===== src/include/sbs_pkg.sv =====
// constants, cycle types and write decode for the synchronous burst sram control block
// assumes one clock shared by the sram bus and the ahb-lite register port
//
// Behaviour
// - burst order pin low linear, high interleaved
// - sleep input high standby; unconnected means active
// - linear order adds one modulo four
// - interleaved order xors start with step count
// - counter wraps to start on fourth advance
// - byte write writes only enabled lanes
// - reads drive every byte lane
// - writes keep all data lanes floating
// - lanes c and d exist in x36 only
// - chip off with controller strobe deselects
// - chip on, processor strobe: load, read burst
// - controller strobe loads, write if decoded write
// - no strobes, advance low: step counter
// - no strobes, advance high: hold counter
// - output enable acts asynchronously on drivers
// - dummy reads advance counter like normal reads
// - two low address bits preset the counter

package sbs_pkg;

   // ****************************************
   // data path geometry
   // ****************************************
   localparam int ADDR_W = 18;
   localparam int LANES = 4;
   localparam int LANE_W = 9;
   localparam int DATA_W = 36;
   localparam int BURST_W = 2;
   localparam int CNT_W = 16;
   localparam int SYNC_STAGES = 3;

   // ****************************************
   // register map
   // ****************************************
   localparam logic [31:0] CTRL_OFS = 32'h0000_0000;
   localparam logic [31:0] STAT_OFS = 32'h0000_0004;
   localparam logic [31:0] RDCNT_OFS = 32'h0000_0008;
   localparam logic [31:0] WRCNT_OFS = 32'h0000_000C;

   localparam int CTRL_EN_BIT = 0;
   localparam logic [31:0] CTRL_RST = 32'h0000_0001;
   localparam logic [31:0] CTRL_MASK = 32'h0000_0001;

   localparam int STAT_SLEEP_BIT = 0;
   localparam int STAT_DRIVE_BIT = 1;
   localparam int STAT_BURST_LSB = 2;
   localparam int STAT_CYC_LSB = 4;
   localparam int STAT_VALID_BIT = 6;
   localparam int STAT_ORDER_BIT = 7;

   localparam logic [CNT_W-1:0] CNT_RST = 16'h0000;
   localparam logic [CNT_W-1:0] CNT_ONE = 16'h0001;

   // ahb-lite transfer type bit that marks nonseq or seq
   localparam int HTRANS_ACTIVE_BIT = 1;

   // ****************************************
   // cycle types, gray along desel-read-write
   // ****************************************
   typedef enum logic [1:0] {
      CYC_DESEL = 2'b00,
      CYC_READ = 2'b01,
      CYC_WRITE = 2'b11
   } sbs_cyc_e;

   // ****************************************
   // byte write decode
   // ****************************************
   function automatic logic [LANES-1:0] sbs_write_lanes(
      input logic gw_n,
      input logic bw_n,
      input logic [LANES-1:0] lane_n
   );
      logic [LANES-1:0] res;
      res = '0;
      if (!gw_n) begin
         res = '1;
      end else if (!bw_n) begin
         res = ~lane_n;
      end else begin
         res = '0;
      end
      return res;
   endfunction

endpackage


===== src/hdl/sbs_burst_ctr.sv =====
// two-bit burst address counter with linear and interleaved order
// assumes load and advance come from the same clock as the counter
`timescale 1ns/1ps
`default_nettype none

module sbs_burst_ctr (
   input wire logic clk,
   input wire logic nrst,
   input wire logic load,
   input wire logic advance,
   input wire logic [sbs_pkg::BURST_W-1:0] start,
   input wire logic interleave,
   output logic [sbs_pkg::BURST_W-1:0] addr_low
);
   import sbs_pkg::*;

   // ****************************************
   // next address in either order
   // ****************************************
   function automatic logic [BURST_W-1:0] sbs_burst_addr(
      input logic [BURST_W-1:0] base,
      input logic [BURST_W-1:0] step,
      input logic ilv
   );
      logic [BURST_W-1:0] res;
      res = ilv ? (base ^ step) : BURST_W'(base + step);
      return res;
   endfunction

   logic [BURST_W-1:0] start_reg;
   logic [BURST_W-1:0] step_reg;
   logic [BURST_W-1:0] start_next;
   logic [BURST_W-1:0] step_next;

   // ****************************************
   // preset on load, step on advance, else hold
   // ****************************************
   assign start_next = load ? start : start_reg;
   // two-bit step wraps so the fifth address equals the first
   assign step_next = load ? '0 : (advance ? BURST_W'(step_reg + 1'b1) : step_reg);

   always_ff @(posedge clk) begin
      if (!nrst) begin
         start_reg <= '0;
         step_reg <= '0;
      end else begin
         start_reg <= start_next;
         step_reg <= step_next;
      end
   end

   assign addr_low = sbs_burst_addr(start_reg, step_reg, interleave);

endmodule // sbs_burst_ctr

`default_nettype wire


===== src/hdl/sbs_sram_ctrl.sv =====
// synchronous burst sram control: pin decode, burst addressing, pipelined read
// path, asynchronous output enable and an ahb-lite register slave
// assumes the sram bus runs on clk and the storage array answers reads in one cycle
//
// The implementer's own choices: the AHB-Lite register port and the register offsets.
`timescale 1ns/1ps
`default_nettype none

module sbs_sram_ctrl (
   input wire logic clk,
   input wire logic nrst,
   // ahb-lite slave
   input wire logic hsel,
   input wire logic [31:0] haddr,
   input wire logic [1:0] htrans,
   input wire logic hwrite,
   input wire logic [2:0] hsize,
   input wire logic [31:0] hwdata,
   input wire logic hready,
   output logic [31:0] hrdata,
   output logic hreadyout,
   output logic hresp,
   // synchronous sram bus
   input wire logic [sbs_pkg::ADDR_W-1:0] addr_in,
   input wire logic chip_select_n,
   input wire logic cpu_addr_strobe_n,
   input wire logic ctrl_addr_strobe_n,
   input wire logic burst_advance_n,
   input wire logic global_write_n,
   input wire logic byte_write_n,
   input wire logic lane_a_write_n,
   input wire logic lane_b_write_n,
   input wire logic lane_c_write_n,
   input wire logic lane_d_write_n,
   input wire logic burst_order_sel_n,
   // asynchronous pins
   input wire logic sleep_request,
   input wire logic out_enable_n,
   // data lanes, split into in, out and low-active enable per lane
   input wire logic [sbs_pkg::DATA_W-1:0] dq_in,
   output logic [sbs_pkg::DATA_W-1:0] dq_out,
   output logic [sbs_pkg::LANES-1:0] dq_oe_n,
   // storage array port
   output logic [sbs_pkg::ADDR_W-1:0] mem_addr,
   output logic [sbs_pkg::DATA_W-1:0] mem_wdata,
   output logic [sbs_pkg::LANES-1:0] mem_we,
   output logic mem_rd,
   input wire logic [sbs_pkg::DATA_W-1:0] mem_rdata
);
   import sbs_pkg::*;

   // ****************************************
   // declarations
   // ****************************************
   logic [31:0] ctrl_reg;
   logic [31:0] ctrl_next;
   logic [CNT_W-1:0] rd_cnt_reg;
   logic [CNT_W-1:0] rd_cnt_next;
   logic [CNT_W-1:0] wr_cnt_reg;
   logic [CNT_W-1:0] wr_cnt_next;
   logic ahb_wr_pend_reg;
   logic [31:0] ahb_addr_reg;
   logic [31:0] hrdata_reg;
   logic [31:0] hrdata_next;

   logic [SYNC_STAGES-1:0] sleep_sync_reg;
   logic asleep_reg;
   logic asleep_next;
   logic [SYNC_STAGES-1:0] order_sync_reg;
   logic order_reg;
   logic order_next;

   sbs_cyc_e cyc_reg;
   sbs_cyc_e cyc_next;
   logic [LANES-1:0] we_lanes_reg;
   logic [DATA_W-1:0] wdata_reg;
   logic [ADDR_W-1:0] addr_hi_reg;
   logic [ADDR_W-1:0] addr_hi_next;
   logic burst_valid_reg;
   logic burst_valid_next;
   logic [DATA_W-1:0] dq_out_reg;
   logic [DATA_W-1:0] dq_out_next;
   logic drive_reg;
   logic drive_next;

   logic [BURST_W-1:0] burst_low;

   // ****************************************
   // ahb-lite slave: zero wait states, always okay
   // ****************************************
   wire logic ahb_take = hsel & hready & htrans[HTRANS_ACTIVE_BIT];
   wire logic ahb_take_wr = ahb_take & hwrite;
   wire logic ahb_take_rd = ahb_take & ~hwrite;
   wire logic [31:0] haddr_word = {haddr[31:2], 2'b00};
   wire logic wr_ctrl = ahb_wr_pend_reg & (ahb_addr_reg == CTRL_OFS);
   wire logic wr_rdcnt = ahb_wr_pend_reg & (ahb_addr_reg == RDCNT_OFS);
   wire logic wr_wrcnt = ahb_wr_pend_reg & (ahb_addr_reg == WRCNT_OFS);
   // a read right behind a write to the control word sees the written value; to a counter word it reads zero
   wire logic rd_fwd = ahb_wr_pend_reg & (ahb_addr_reg == haddr_word);

   wire logic ctrl_en = ctrl_reg[CTRL_EN_BIT];

   wire logic [31:0] stat_word = {24'h00_0000,
                                  order_reg,
                                  burst_valid_reg,
                                  cyc_reg,
                                  burst_low,
                                  drive_reg,
                                  asleep_reg};

   wire logic [31:0] ctrl_fwd = rd_fwd ? (hwdata & CTRL_MASK) : ctrl_reg;
   wire logic [31:0] rdcnt_fwd = rd_fwd ? 32'h0000_0000 : {16'h0000, rd_cnt_reg};
   wire logic [31:0] wrcnt_fwd = rd_fwd ? 32'h0000_0000 : {16'h0000, wr_cnt_reg};

   // unmapped words read zero and ignore writes
   wire logic [31:0] rd_mux =
      (haddr_word == CTRL_OFS) ? ctrl_fwd :
      (haddr_word == STAT_OFS) ? stat_word :
      (haddr_word == RDCNT_OFS) ? rdcnt_fwd :
      (haddr_word == WRCNT_OFS) ? wrcnt_fwd : 32'h0000_0000;

   assign hrdata_next = ahb_take_rd ? rd_mux : hrdata_reg;
   assign ctrl_next = wr_ctrl ? (hwdata & CTRL_MASK) : ctrl_reg;

   always_ff @(posedge clk) begin
      if (!nrst) begin
         ahb_wr_pend_reg <= 1'b0;
         ahb_addr_reg <= 32'h0000_0000;
         hrdata_reg <= 32'h0000_0000;
         ctrl_reg <= CTRL_RST;
      end else begin
         ahb_wr_pend_reg <= ahb_take_wr;
         ahb_addr_reg <= ahb_take ? haddr_word : ahb_addr_reg;
         hrdata_reg <= hrdata_next;
         ctrl_reg <= ctrl_next;
      end
   end

   assign hrdata = hrdata_reg;
   assign hreadyout = 1'b1;
   assign hresp = 1'b0;

   // ****************************************
   // sleep and burst order pins: three-stage synchronisers
   // ****************************************
   // a new level counts once the second and third stages agree
   function automatic logic sbs_settled(
      input logic [SYNC_STAGES-1:0] stages,
      input logic held
   );
      return (stages[1] == stages[2]) ? stages[2] : held;
   endfunction

   // an unconnected pin is pulled low outside, which selects active operation
   assign asleep_next = sbs_settled(sleep_sync_reg, asleep_reg);
   // order pin high selects interleaved order
   assign order_next = sbs_settled(order_sync_reg, order_reg);

   always_ff @(posedge clk) begin
      if (!nrst) begin
         sleep_sync_reg <= '0;
         asleep_reg <= 1'b0;
         order_sync_reg <= '0;
         order_reg <= 1'b0;
      end else begin
         sleep_sync_reg <= {sleep_sync_reg[SYNC_STAGES-2:0], sleep_request};
         asleep_reg <= asleep_next;
         order_sync_reg <= {order_sync_reg[SYNC_STAGES-2:0], burst_order_sel_n};
         order_reg <= order_next;
      end
   end

   // ****************************************
   // synchronous command decode
   // ****************************************
   wire logic active = ctrl_en & ~asleep_reg;
   wire logic cs = ~chip_select_n;
   wire logic start_cpu = cs & ~cpu_addr_strobe_n;
   wire logic start_ctrl = cs & cpu_addr_strobe_n & ~ctrl_addr_strobe_n;
   wire logic desel = chip_select_n & ~ctrl_addr_strobe_n;
   wire logic cont = ctrl_addr_strobe_n & (cpu_addr_strobe_n | chip_select_n);
   wire logic load = active & (start_cpu | start_ctrl);
   wire logic cont_ok = active & cont & burst_valid_reg;
   // dummy reads step the counter exactly like driven reads
   wire logic step = cont_ok & ~burst_advance_n;
   wire logic interleave = order_reg;

   // lanes c and d always present: the block is built only as x36
   wire logic [LANES-1:0] lane_n = {lane_d_write_n,
                                    lane_c_write_n,
                                    lane_b_write_n,
                                    lane_a_write_n};
   wire logic [LANES-1:0] wr_lanes = sbs_write_lanes(global_write_n, byte_write_n, lane_n);
   wire logic is_wr = |wr_lanes;

   always_comb begin
      cyc_next = CYC_DESEL;
      if (!active) begin
         cyc_next = CYC_DESEL;
      end else if (start_cpu) begin
         cyc_next = CYC_READ;
      end else if (start_ctrl || cont_ok) begin
         cyc_next = is_wr ? CYC_WRITE : CYC_READ;
      end else begin
         cyc_next = CYC_DESEL;
      end
   end

   assign burst_valid_next = (!active || desel) ? 1'b0 : (load ? 1'b1 : burst_valid_reg);
   assign addr_hi_next = load ? addr_in : addr_hi_reg;

   // ****************************************
   // burst counter
   // ****************************************
   sbs_burst_ctr u_burst_ctr (
      .clk(clk),
      .nrst(nrst),
      .load(load),
      .advance(step),
      .start(addr_in[BURST_W-1:0]),
      .interleave(interleave),
      .addr_low(burst_low)
   );

   // ****************************************
   // cycle stage: address and write data held one clock
   // ****************************************
   always_ff @(posedge clk) begin
      if (!nrst) begin
         cyc_reg <= CYC_DESEL;
         we_lanes_reg <= '0;
         wdata_reg <= '0;
         addr_hi_reg <= '0;
         burst_valid_reg <= 1'b0;
      end else begin
         cyc_reg <= cyc_next;
         we_lanes_reg <= wr_lanes;
         wdata_reg <= dq_in;
         addr_hi_reg <= addr_hi_next;
         burst_valid_reg <= burst_valid_next;
      end
   end

   // upper bits from the loaded address, low two from the counter
   assign mem_addr = {addr_hi_reg[ADDR_W-1:BURST_W], burst_low};
   assign mem_wdata = wdata_reg;
   assign mem_we = (cyc_reg == CYC_WRITE) ? we_lanes_reg : '0;
   assign mem_rd = (cyc_reg == CYC_READ);

   // ****************************************
   // output stage: read data one edge later
   // ****************************************
   always_comb begin
      dq_out_next = dq_out_reg;
      drive_next = 1'b0;
      unique case (cyc_reg)
         CYC_READ: begin
            dq_out_next = mem_rdata;
            drive_next = ~asleep_reg;
         end
         CYC_WRITE: begin
            drive_next = 1'b0;
         end
         CYC_DESEL: begin
            drive_next = 1'b0;
         end
         default: begin
            drive_next = 1'b0;
         end
      endcase
   end

   always_ff @(posedge clk) begin
      if (!nrst) begin
         dq_out_reg <= '0;
         drive_reg <= 1'b0;
      end else begin
         dq_out_reg <= dq_out_next;
         drive_reg <= drive_next;
      end
   end

   assign dq_out = dq_out_reg;
   // output enable gates the drivers without the clock; it cannot turn on a lane
   // that no read has armed
   assign dq_oe_n = {LANES{~(drive_reg & ~out_enable_n)}};

   // ****************************************
   // cycle counters, each cleared by any write to its own word
   // ****************************************
   // a cycle finishing in the clearing clock is still counted
   assign rd_cnt_next = CNT_W'((wr_rdcnt ? CNT_RST : rd_cnt_reg)
                               + ((cyc_reg == CYC_READ) ? CNT_ONE : CNT_RST));
   assign wr_cnt_next = CNT_W'((wr_wrcnt ? CNT_RST : wr_cnt_reg)
                               + ((cyc_reg == CYC_WRITE) ? CNT_ONE : CNT_RST));

   always_ff @(posedge clk) begin
      if (!nrst) begin
         rd_cnt_reg <= CNT_RST;
         wr_cnt_reg <= CNT_RST;
      end else begin
         rd_cnt_reg <= rd_cnt_next;
         wr_cnt_reg <= wr_cnt_next;
      end
   end

endmodule // sbs_sram_ctrl

`default_nettype wire


===== config.mk =====
export PLATFORM = sky130hd
export DESIGN_NAME = sbs_sram_ctrl
export DESIGN_NICKNAME = d
export VERILOG_FILES = /design/src/include/sbs_pkg.sv /design/src/hdl/sbs_burst_ctr.sv /design/src/hdl/sbs_sram_ctrl.sv
export SDC_FILE = /design/constraint.sdc
export NUM_CORES = 1
export LEC_CHECK = 0
export BUFFER_PORTS_ARGS = -buffer_cell sky130_fd_sc_hd__clkbuf_2
export CELL_PAD_IN_SITES_DETAIL_PLACEMENT = 0
export CELL_PAD_IN_SITES_GLOBAL_PLACEMENT = 1
export CORE_UTILIZATION = 31
export DETAILED_ROUTE_END_ITERATION = 10
export GPL_TIMING_DRIVEN = 0
export PLACE_DENSITY = 0.8
export SETUP_SLACK_MARGIN = 0.15
export SYNTH_ARGS = -nofsm -noshare
export SYNTH_HDL_FRONTEND = slang
export SYNTH_SLANG_ARGS = --single-unit

===== constraint.sdc =====
create_clock -name clk -period 2.25 [get_ports clk]
set_input_delay 0.1125 -clock clk [delete_from_list [all_inputs] [get_ports clk]]
set_output_delay 0.1125 -clock clk [all_outputs]
set_load 0.01 [all_outputs]

==> impl_metrics.csv, run 1 <==
group,metric,value,unit
outcome,run_status,"finished, violations left",
outcome,violations,"negative setup slack",
logic_synthesis,synth.avg_cell_area,8.74,sq um
pwr,design_power_total,7.62,mW
timing,achievable-frequency,0.403,GHz
die,rows,57,
logic_synthesis,synthCells,879,
pwr,pwr-share-clk,0.410,
clock_tree,clock_sink_count,188,
detailed_routing,postRouteWirelength,24500,um
die,design.core.area,0.0243,sq mm
layout,layout.core_utilization,0.484,
detailed_routing,ant_nets,0,
detailed_routing,drcViolationCount,0,
flow_run,max_cap_violations,0,
pwr,seq_power_share,0.461,
layout,fin_area,0.0118,sq mm
worst_setup_path,critical_path.cell_chain,"nor4_4 > nand4_2 > buf_6 > or4_4 > and2_4 > ha_4 > ha_4 > nand3_4 > nor3b_2 > xor2_1 > nor2_1",
die,dieWidth,159,um
logic_synthesis,ys_top_cells_by_area,"sky130_fd_sc_hd__dfxtp_1 (49%), sky130_fd_sc_hd__nand2_1 (9.5%), sky130_fd_sc_hd__a21oi_1 (5.9%)",
timing,whs,16.1,ps
global_route,first_global_vias,7502,
detailed_routing,post_drt_via_cell_ratio,4.53,
timing,layout_worst_path_cycle_share,1.10,
worst_setup_path,worst_path_largest_cell_delay,450,ps
worst_hold_path,min-delay-path-class,"input pin to flop",
timing,drv_slew,0,
layout,num-nets-final,1497,
die,initial_utilization,0.316,
worst_setup_path,setup_slack_of_the_worst_register_to_register_path,-230,ps
die,vert_die_dim,159,um
layout,most_common_cell_after_layout_fill_and_taps_aside,"sky130_fd_sc_hd__clkbuf_2",
timing,setup-tns-final,-3720,ps
worst_setup_path,critical_path.endpoint_type,"flop",
clock_tree,cts_tree,"done",
pwr,internal_power,5.71,mW
clock_tree,clockRootBuffer,"sky130_fd_sc_hd__clkbuf_16",
clock_tree,path_clk_slew,70,ps
detailed_routing,dr.first_iter.drc_count,324,
worst_setup_path,timing.critical_path.slowest_stage_cell,"sky130_fd_sc_hd__or4_4",
clock_tree,insertion_delay,440,ps
timing,grt_setup_unrepaired,"yes",
global_route,maximum_number_of_pins_on_one_net_before_global_route_repair,21,
logic_synthesis,synth_top_cell_by_area,"sky130_fd_sc_hd__dfxtp_1",
die,dieArea,0.0254,sq mm
timing,fin_crit,2480,ps
worst_setup_path,reg2reg_to,"rd_cnt_reg[12]$_SDFF_PN0_",
worst_hold_path,min_delay_path_depth,3,
detailed_routing,drt-pass1-iter-count,4,
placed_design,dpl.hpwl,17300,um
die,top_level_ports,310,
logic_synthesis,synth_seq_cells,188,
worst_setup_path,timing.rr.start,"ahb_addr_reg[15]$_SDFFE_PN0P_",
global_route,overflow,0,
global_route,antenna_found_initial,0,
logic_synthesis,synth_async_sr_flop_share,0,
logic_synthesis,synth-edff-count,0,
pwr,power_switching_share,0.250,
placed_design,io_buffers,253,
layout,mostFrequentLayoutCells,"sky130_fd_sc_hd__clkbuf_2 (255), sky130_fd_sc_hd__nand2_1 (193), sky130_fd_sc_hd__dfxtp_1 (179), sky130_fd_sc_hd__dlygate4sd3_1 (128), sky130_fd_sc_hd__a21oi_1 (90)",
logic_synthesis,synthesis.area,0.00768,sq mm
detailed_routing,route.vias.total,7474,
worst_hold_path,timing.hold.worst.start,"ctrl_addr_strobe_n",
layout,n_antenna_cell,0,
layout,area_delta_synth_final,53.1,%
worst_setup_path,timing.setup.critical_path_class,"flop to flop",
pwr,total_switching_power,1.91,mW
worst_setup_path,data_arrival_time_of_the_worst_path,2770,ps
timing,timing.clock.skew,10.4,ps
pwr,static-leakage-power,4.94,nW
worst_setup_path,reg2reg_depth,11,
layout,layout-drive-gt1-share,0.315,
clock_tree,numCtsBuffers,17,
worst_setup_path,crit_path_max_fanout,4,
timing,report.final.setup_viol,26,
worst_setup_path,worst_setup_path_start_kind,"flop",
placed_design,place_congestion,0.858,
worst_setup_path,timing.critical_path.required,2540,ps
clock_tree,cts-root-to-sink-buffers,2,
timing,max-slew-margin-rel,0.529,
logic_synthesis,yosys_warnings,0,
clock_tree,htreeDepth,4,
timing,hold_violations,0,
worst_setup_path,most_used_cell_cp,"sky130_fd_sc_hd__ha_4",
logic_synthesis,ys_types,52,
global_route,grt.total_usage,0.193,
pwr,pwr_density_cell,648,mW/mm^2
timing,worst-slew-pin-transition,707,ps
detailed_routing,wl_per_cell,14.8,um
logic_synthesis,synth_largest_type_area_fraction,0.490,
global_route,grt_first_pass_wirelength,38600,um
logic_synthesis,synth-seq-area-share,0.490,
pwr,power_frac_comb,0.129,
placed_design,dpl_cell_area,0.00956,sq mm
timing,setup_slack,-229,ps
logic_synthesis,ys_dominant_reg_cell,"sky130_fd_sc_hd__dfxtp_1",
pwr,peakVddDrop,408,uV
worst_hold_path,timing.hold.worst_endpoint,"burst_valid_reg$_SDFFE_PP0P_",
layout make-up:
cell class / instances / area, sq um
inverter: 6 / 22.5
fill: 2287 / 12600
clock inverter: 12 / 165
timing repair buffer: 401 / 2730
sequential: 188 / 3770
buffer: 81 / 468
multi-input combinational: 619 / 3760
tap: 324 / 405
clock buffer: 20 / 437
cells in the mapped netlist, types with 3 or more instances:
cell / instances
sky130_fd_sc_hd__and3_1: 10
sky130_fd_sc_hd__nand2b_1: 3
sky130_fd_sc_hd__inv_1: 4
sky130_fd_sc_hd__xor2_1: 16
sky130_fd_sc_hd__buf_1: 6
sky130_fd_sc_hd__nand4_1: 13
sky130_fd_sc_hd__mux2_2: 13
sky130_fd_sc_hd__nor4_1: 12
sky130_fd_sc_hd__o21ai_1: 7
sky130_fd_sc_hd__o21a_1: 4
sky130_fd_sc_hd__nor3_1: 8
sky130_fd_sc_hd__dfxtp_1: 188
sky130_fd_sc_hd__and2_1: 52
sky130_fd_sc_hd__a22oi_1: 6
sky130_fd_sc_hd__nand2_1: 194
sky130_fd_sc_hd__nor4b_1: 3
sky130_fd_sc_hd__clkbuf_1: 35
sky130_fd_sc_hd__a21oi_1: 90
sky130_fd_sc_hd__buf_4: 39
sky130_fd_sc_hd__a32oi_1: 8
sky130_fd_sc_hd__nor4_2: 5
sky130_fd_sc_hd__ha_1: 6
sky130_fd_sc_hd__xnor2_1: 44
sky130_fd_sc_hd__nor2_1: 48
sky130_fd_sc_hd__o21ai_0: 7
sky130_fd_sc_hd__nand3_1: 22
worst max path at each step:
| stage | from | cells past startpoint | slack (ps) | endpoint |
|---|---|---|---|---|
| finish | ahb_addr_reg[15]$_SDFFE_PN0P_ | 11 | -230 | rd_cnt_reg[12]$_SDFF_PN0_ |
| global route | ahb_addr_reg[13]$_SDFFE_PN0P_ | 12 | -330 | wr_cnt_reg[12]$_SDFF_PN0_ |
| CTS | ahb_addr_reg[15]$_SDFFE_PN0P_ | 11 | -230 | rd_cnt_reg[12]$_SDFF_PN0_ |
| detailed placement | ahb_addr_reg[17]$_SDFFE_PN0P_ | 11 | -410 | wr_cnt_reg[14]$_SDFF_PN0_ |
| global placement | ahb_addr_reg[17]$_SDFFE_PN0P_ | 11 | -420 | wr_cnt_reg[14]$_SDFF_PN0_ |
| floorplan | ahb_addr_reg[22]$_SDFFE_PN0P_ | 11 | -110 | wr_cnt_reg[14]$_SDFF_PN0_ |
cells by family after synthesis:
family	share of synthesized area
adder cells (fa/ha/maj)	0.00977
buffers and inverters	0.0640
flip-flops	0.490
AO/OA/AOI/OAI	0.101
XOR/XNOR	0.0684
multiplexers	0.0217
other	0.000977
AND/OR/NAND/NOR	0.245
stage by stage:
step / std cells / worst slack [ps]
final: 1651 / -229
after global placement: 1472 / -424
after global routing: 1651 / -330
after detailed placement: 1472 / -407
after CTS: 1646 / -230
after floorplan: 895 / -114
layer usage:
layer	up-vias	GRT usage	wire length (um)
li1	3755	-	-
met3	31	0.0471	1220
met1	3462	0.224	10500
met2	226	0.344	12300
met5	-	0	0
met4	0	0.0673	499
timing repair:
item	in CTS	in global routing
hold endpoints to repair	127	0
gates resized for setup	20	14
endpoints found under the setup margin	42	51
hold buffers	128	0
buffers inserted	15	5
pin swaps	22	8
gates cloned	0	0
power groups by stage:
stage,clock (mW),combinational (mW),sequential [mW]
after CTS,3.20,0.968,3.52
after detailed placement,0,0.757,3.59
after global routing,3.33,1.06,3.53
after floorplan,0,0.376,3.61
final,3.12,0.981,3.52
after global placement,0,0.755,3.59
critical path, delay by kind of cell (launching register included):
kind	cells	cell delay [ps]
xor gates and xnor gates	1	170
adders and majority gates	2	350
buffers and inverters	1	170
DFF	1	340
and+or+nand+nor	7	1330
No activity file was read; power rests on OpenSTA's default activity.
==> run 2, diff against run 1 <==
--- a/config.mk
+++ b/config.mk
@@ -5,13 +5,15 @@
 export SDC_FILE = /design/constraint.sdc
 export NUM_CORES = 1
 export LEC_CHECK = 0
+export ABC_AREA = 1
 export BUFFER_PORTS_ARGS = -buffer_cell sky130_fd_sc_hd__clkbuf_2
+export CAP_MARGIN = 15
 export CELL_PAD_IN_SITES_DETAIL_PLACEMENT = 0
 export CELL_PAD_IN_SITES_GLOBAL_PLACEMENT = 1
 export CORE_UTILIZATION = 31
 export DETAILED_ROUTE_END_ITERATION = 10
 export GPL_TIMING_DRIVEN = 0
-export PLACE_DENSITY = 0.8
+export PLACE_DENSITY = 0.81
 export SETUP_SLACK_MARGIN = 0.15
 export SYNTH_ARGS = -nofsm -noshare
 export SYNTH_HDL_FRONTEND = slang
==> impl_metrics.csv, run 2 <==
group,metric,value,unit
global_route,first_global_vias,8997,
clock_tree,clock_sink_count,188,
worst_setup_path,timing.setup.critical_path_class,"flop to flop",
timing,fin_crit,2190,ps
logic_synthesis,synthCells,1249,
clock_tree,cts-root-to-sink-buffers,2,
logic_synthesis,ys_top_cells_by_area,"sky130_fd_sc_hd__dfxtp_1 (43%), sky130_fd_sc_hd__nand2_1 (11%), sky130_fd_sc_hd__nor2_1 (10%)",
pwr,internal_power,5.53,mW
worst_setup_path,setup_slack_of_the_worst_register_to_register_path,60,ps
die,top_level_ports,310,
die,design.core.area,0.0272,sq mm
timing,worst-slew-pin-transition,702,ps
layout,area_delta_synth_final,48.1,%
logic_synthesis,synth.avg_cell_area,6.93,sq um
layout,most_common_cell_after_layout_fill_and_taps_aside,"sky130_fd_sc_hd__clkbuf_2",
detailed_routing,route.vias.total,9263,
global_route,maximum_number_of_pins_on_one_net_before_global_route_repair,21,
placed_design,dpl.hpwl,21000,um
placed_design,dp_cell_count,1890,
pwr,power_switching_share,0.292,
pwr,total_switching_power,2.28,mW
worst_hold_path,min-delay-path-class,"input pin to flop",
worst_hold_path,timing.hold.worst_endpoint,"ahb_addr_reg[19]$_SDFFE_PN0P_",
layout,n_antenna_cell,0,
worst_setup_path,reg2reg_to,"ctrl_reg[0]$_SDFFE_PN1P_",
die,rows,60,
pwr,static-leakage-power,6.14,nW
detailed_routing,postRouteWirelength,29300,um
layout,num-nets-final,1869,
timing,drv_slew,0,
global_route,grt_first_pass_wirelength,45600,um
logic_synthesis,synth_async_sr_flop_share,0,
die,vert_die_dim,169,um
worst_setup_path,data_arrival_time_of_the_worst_path,2510,ps
detailed_routing,post_drt_via_cell_ratio,4.47,
logic_synthesis,post_synth_most_frequent_cells,"sky130_fd_sc_hd__nand2_1 (244), sky130_fd_sc_hd__nor2_1 (237), sky130_fd_sc_hd__dfxtp_1 (188)",
worst_setup_path,reg2reg_depth,18,
die,dieArea,0.0286,sq mm
detailed_routing,drcViolationCount,0,
pwr,design_power_total,7.81,mW
clock_tree,numCtsBuffers,17,
timing,timing.clock.skew,18.1,ps
timing,hold_violations,0,
detailed_routing,ant_nets,0,
timing,setup_slack,63.6,ps
detailed_routing,dr.first_iter.drc_count,492,
timing,layout_worst_path_cycle_share,0.972,
global_route,antenna_found_initial,0,
logic_synthesis,yosys.cell_count.top_type,"sky130_fd_sc_hd__nand2_1",
layout,final_cells,2071,
placed_design,place_congestion,0.891,
timing,achievable-frequency,0.457,GHz
flow_run,max_cap_violations,0,
pwr,peakVddDrop,465,uV
logic_synthesis,synth_top_cell_by_area,"sky130_fd_sc_hd__dfxtp_1",
logic_synthesis,yosys_warnings,0,
pwr,seq_power_share,0.456,
logic_synthesis,synthesis.area,0.00866,sq mm
clock_tree,insertion_delay,450,ps
detailed_routing,drt-pass1-iter-count,5,
global_route,overflow,0,
pwr,power_frac_comb,0.150,
detailed_routing,wl_per_cell,14.2,um
placed_design,io_buffers,253,
die,initial_utilization,0.319,
timing,grt_setup_unrepaired,"yes",
die,dieWidth,169,um
logic_synthesis,synth-seq-area-share,0.435,
timing,max-slew-margin-rel,0.532,
worst_setup_path,timing.critical_path.required,2580,ps
clock_tree,path_clk_slew,80,ps
logic_synthesis,synth_largest_type_area_fraction,0.435,
pwr,pwr-share-clk,0.395,
clock_tree,htreeDepth,4,
layout,layout-drive-gt1-share,0.274,
clock_tree,cts_tree,"done",
layout,layout.core_utilization,0.472,
worst_setup_path,critical_path.endpoint_type,"flop",
worst_hold_path,timing.hold.worst.start,"haddr[19]",
worst_setup_path,worst_setup_path_start_kind,"flop",
placed_design,pre_cts_setup_slack,-537,ps
timing,report.final.setup_viol,0,
worst_hold_path,min_delay_path_depth,3,
clock_tree,clockRootBuffer,"sky130_fd_sc_hd__clkbuf_16",
logic_synthesis,synth-edff-count,0,
global_route,grt.total_usage,0.203,
logic_synthesis,ys_dominant_reg_cell,"sky130_fd_sc_hd__dfxtp_1",
worst_setup_path,timing.rr.start,"ahb_addr_reg[8]$_SDFFE_PN0P_",
outcome,run_status,"finished, final reports clean",
pwr,pwr_density_cell,609,mW/mm^2
layout,mostFrequentLayoutCells,"sky130_fd_sc_hd__clkbuf_2 (254), sky130_fd_sc_hd__nand2_1 (233), sky130_fd_sc_hd__nor2_1 (218), sky130_fd_sc_hd__dfxtp_1 (168), sky130_fd_sc_hd__inv_1 (149)",
logic_synthesis,ys_types,40,
timing,setup-tns-final,0,ps
worst_setup_path,crit_path_max_fanout,3,
logic_synthesis,synth_seq_cells,188,
==> run 2: worst max-delay path by stage <==
stage	startpoint	end	slack (ps)
5_1_grt	ahb_addr_reg[14]$_SDFFE_PN0P_	wr_cnt_reg[10]$_SDFF_PN0_	-20
4_1_cts	ahb_addr_reg[9]$_SDFFE_PN0P_	ctrl_reg[0]$_SDFFE_PN1P_	110
3_3_place_gp	cyc_reg[0]$_SDFF_PN0_	rd_cnt_reg[15]$_SDFF_PN0_	-540
3_5_place_dp	cyc_reg[0]$_SDFF_PN0_	rd_cnt_reg[15]$_SDFF_PN0_	-540
6_report	ahb_addr_reg[8]$_SDFFE_PN0P_	ctrl_reg[0]$_SDFFE_PN1P_	60
2_1_floorplan	ahb_addr_reg[19]$_SDFFE_PN0P_	wr_cnt_reg[10]$_SDFF_PN0_	170
==> run 2: worst max-delay path, cell delays in order, from the launching register on <==
cell and delay (ps):
sky130_fd_sc_hd__dfxtp_4 370, sky130_fd_sc_hd__nor2_4 40, sky130_fd_sc_hd__nand2_2 70, sky130_fd_sc_hd__nor3_4 50, sky130_fd_sc_hd__buf_4 130, sky130_fd_sc_hd__buf_6 100, sky130_fd_sc_hd__buf_6 100, sky130_fd_sc_hd__buf_6 100
sky130_fd_sc_hd__buf_6 100, sky130_fd_sc_hd__buf_6 100, sky130_fd_sc_hd__buf_6 100, sky130_fd_sc_hd__buf_6 100, sky130_fd_sc_hd__buf_6 100, sky130_fd_sc_hd__buf_6 100, sky130_fd_sc_hd__buf_6 100, sky130_fd_sc_hd__buf_6 100
sky130_fd_sc_hd__nand3b_1 110, sky130_fd_sc_hd__buf_4 120, sky130_fd_sc_hd__o21ai_1 50
==> run 2: final cells by class <==
class,count,area (sq um)
Buffer,80,500
Multi-Input combinational cell,837,4130
Fill cell,2739,14300
Clock inverter,14,168
Timing Repair Buffer,403,2740
Clock buffer,18,429
Sequential cell,188,3790
Tap cell,372,465
Inverter,159,601
==> run 2: power groups by stage <==
stage                     logic, mW  clock network [mW]  registers (mW)
after floorplan               0.489                   0            3.66
after global placement        0.917                   0            3.62
after detailed placement      0.927                   0            3.63
after CTS                      1.13                3.15            3.55
after global routing           1.29                3.29            3.58
final                          1.17                3.08            3.56
==> run 2: through the flow <==
step           hold WS, ps  area (sq um)
2_1_floorplan          210          8740
3_3_place_gp           293         10500
3_5_place_dp           297         10500
4_1_cts               2.04         12500
5_1_grt               27.6         12800
6_report              20.0         12800
==> run 2: logic make-up (layout without fill, tap and decap cells) <==
family          count (synthesis)  after routing  share of synthesized area
compound gates                191            191                      0.112
xor+xnor                       16             16                     0.0162
buf+inv                       240            674                      0.125
flops                         188            188                      0.435
other cells                     2             18                   0.000867
fa+ha+maj                       6              6                    0.00867
simple gates                  606            606                      0.303
==> run 2: timing repair <==
action                                  CTS  global route
hold buffers                            116             0
endpoints found under the setup margin   29            31
gates resized for setup                  39            72
setup buffers                            21            13
endpoints found under the hold margin   114             0
pin swaps                                14            35
==> run 2: layer usage <==
layer  vias to the layer above  wire length [um]  part of all wire  global-route usage
li1                       4745                 -                 -                   -
met1                      4250             12900              0.44               0.251
met2                       229             14500              0.49               0.355
met3                        39              1370             0.047              0.0436
met4                         0               527             0.018              0.0517
met5                         -                 0                 0                   0
==> run 3, diff against run 2 <==
--- a/config.mk
+++ b/config.mk
@@ -14,6 +14,7 @@
 export DETAILED_ROUTE_END_ITERATION = 10
 export GPL_TIMING_DRIVEN = 0
 export PLACE_DENSITY = 0.81
+export RECOVER_POWER = 50
 export SETUP_SLACK_MARGIN = 0.15
 export SYNTH_ARGS = -nofsm -noshare
 export SYNTH_HDL_FRONTEND = slang
==> impl_metrics.csv, run 3 (synthesized netlist as in run 2, its figures left out) <==
group,metric,value,unit
worst_setup_path,critical_path.top_delay_family,"buffers and inverters",
timing,fin_crit,2180,ps
timing,timing.clock.skew,16.7,ps
global_route,first_global_vias,8997,
worst_setup_path,critical_path.endpoint_type,"flop",
detailed_routing,route.vias.total,9230,
timing,max-slew-margin-rel,0.530,
placed_design,dp_cell_count,1890,
layout,area_delta_synth_final,46.7,%
die,dieArea,0.0286,sq mm
die,initial_utilization,0.319,
outcome,run_status,"finished, final reports clean",
worst_setup_path,worst-path-stages,18,
die,design.core.area,0.0272,sq mm
detailed_routing,wl_per_cell,14.2,um
clock_tree,clock_sink_count,188,
placed_design,dpl_cell_area,0.0105,sq mm
worst_setup_path,timing.rr.start,"ahb_addr_reg[8]$_SDFFE_PN0P_",
worst_setup_path,most_used_cell_cp,"sky130_fd_sc_hd__buf_6",
worst_setup_path,worst_setup_path_start_kind,"flop",
clock_tree,htreeDepth,4,
die,dieWidth,169,um
worst_hold_path,min-delay-path-class,"input pin to flop",
detailed_routing,post_drt_via_cell_ratio,4.46,
clock_tree,insertion_delay,450,ps
timing,hold_violations,0,
pwr,design_power_total,7.78,mW
detailed_routing,dr.first_iter.drc_count,545,
layout,most_common_cell_after_layout_fill_and_taps_aside,"sky130_fd_sc_hd__nand2_1",
detailed_routing,ant_nets,0,
worst_setup_path,worst_path_largest_cell_delay,370,ps
worst_setup_path,path_buf_inv,13,
detailed_routing,drt-pass1-iter-count,5,
detailed_routing,drcViolationCount,0,
layout,fillerInstances,2790,
layout,final_cells,2071,
placed_design,io_buffers,253,
die,vert_die_dim,169,um
placed_design,pre_cts_setup_slack,-537,ps
global_route,antenna_found_initial,0,
layout,mostFrequentLayoutCells,"sky130_fd_sc_hd__nand2_1 (233), sky130_fd_sc_hd__nor2_1 (218), sky130_fd_sc_hd__dfxtp_1 (168), sky130_fd_sc_hd__clkbuf_2 (154), sky130_fd_sc_hd__inv_1 (149)",
timing,grt_setup_unrepaired,"yes",
pwr,static-leakage-power,5.81,nW
clock_tree,cts_tree,"done",
timing,layout_worst_path_cycle_share,0.968,
worst_setup_path,reg2reg_to,"ctrl_reg[0]$_SDFFE_PN1P_",
worst_setup_path,timing.setup.critical_path_class,"flop to flop",
timing,achievable-frequency,0.459,GHz
detailed_routing,postRouteWirelength,29400,um
layout,num-nets-final,1869,
worst_setup_path,crit_path_start,"ahb_addr_reg[8]$_SDFFE_PN0P_",
global_route,overflow,0,
worst_setup_path,crit_path_max_fanout,3,
worst_setup_path,critical_path.cell_chain,"nor2_4 > nand2_2 > nor3_4 > buf_4 > buf_6 > buf_6 > buf_6 > buf_6 > buf_6 > buf_6 > buf_6 > buf_6 > buf_6 > buf_6 > buf_6 > nand3b_1 > buf_4 > o21ai_1",
worst_setup_path,data_arrival_time_of_the_worst_path,2500,ps
timing,drv_slew,0,
pwr,peakVddDrop,464,uV
timing,report.final.setup_viol,0,
timing,setup_slack,71.4,ps
global_route,grt.total_usage,0.203,
placed_design,place_congestion,0.891,
global_route,maximum_number_of_pins_on_one_net_before_global_route_repair,21,
placed_design,dpl.hpwl,21000,um
worst_setup_path,timing.critical_path.required,2570,ps
timing,worst-slew-pin-transition,705,ps
die,top_level_ports,310,
timing,whs,19.8,ps
worst_setup_path,timing.critical_path.slowest_stage_cell,"sky130_fd_sc_hd__dfxtp_4",
layout,fin_area,0.0127,sq mm
worst_setup_path,reg2reg_depth,18,
clock_tree,cts-root-to-sink-buffers,2,
layout,layout-drive-gt1-share,0.215,
pwr,pwr_density_cell,613,mW/mm^2
die,rows,60,
layout,multi_input_comb_area,0.00413,sq mm
worst_setup_path,worst_setup_ep,"ctrl_reg[0]$_SDFFE_PN1P_",
layout,n_antenna_cell,0,
clock_tree,path_clk_slew,90,ps
global_route,grt_first_pass_wirelength,45600,um
layout,storage_element_area,0.00379,sq mm
flow_run,max_cap_violations,0,
clock_tree,clockRootBuffer,"sky130_fd_sc_hd__clkbuf_16",
clock_tree,numCtsBuffers,17,
worst_setup_path,setup_slack_of_the_worst_register_to_register_path,70,ps
-- run 3: cell type report --
class	count	area share
tap	372	0.0366
buffer	80	0.0394
timing repair buffer	403	0.206
clock buffer	18	0.0338
inverter	159	0.0473
sequential	188	0.298
multi-input combinational	837	0.325
clock inverter	14	0.0132
-- run 3: through the flow --
stage / setup TNS, ps / util
detailed placement: -6050 / 0.385
CTS: 0 / 0.461
global placement: -5870 / 0.385
global route: -44.1 / 0.467
finish: 0 / 0.467
floorplan: 0 / -
-- run 3: how the worst min path moves through the flow --
stage	end	slack, ps	cells after the start	from
CTS	ahb_addr_reg[14]$_SDFFE_PN0P_	2	3	haddr[14]
floorplan	mem_wdata[0]$_SDFF_PN0_	210	2	dq_in[0]
finish	we_lanes_reg[3]$_SDFF_PN0_	20	4	lane_d_write_n
detailed placement	mem_wdata[18]$_SDFF_PN0_	300	3	dq_in[18]
global route	ahb_addr_reg[6]$_SDFFE_PN0P_	30	3	haddr[6]
global placement	mem_wdata[9]$_SDFF_PN0_	290	3	dq_in[9]
-- run 3: worst min-delay path, delay by kind of cell --
family        cells  cell delay, ps
simple gates      3             220
buf+inv           1              90
-- run 3: repair_timing --
action                                 in CTS  in global routing
endpoints found under the hold margin     114                  0
gates resized for setup                    39                 72
hold buffers                              116                  0
buffers inserted                           21                 13
setup endpoints to repair                  29                 31
pin swaps                                  14                 35
-- run 3: per-layer routing --
layer	global-route usage	up-vias	part of all wire
li1	-	4739	-
met1	0.251	4219	0.44
met2	0.355	232	0.49
met3	0.0436	40	0.050
met4	0.0517	0	0.019
met5	0	-	0
-- run 3: power by group --
part	total (mW)	internal, mW	switching (mW)
sequential	3.56	3.48	0.0792
combinational	1.14	0.522	0.621
clock	3.08	1.50	1.58
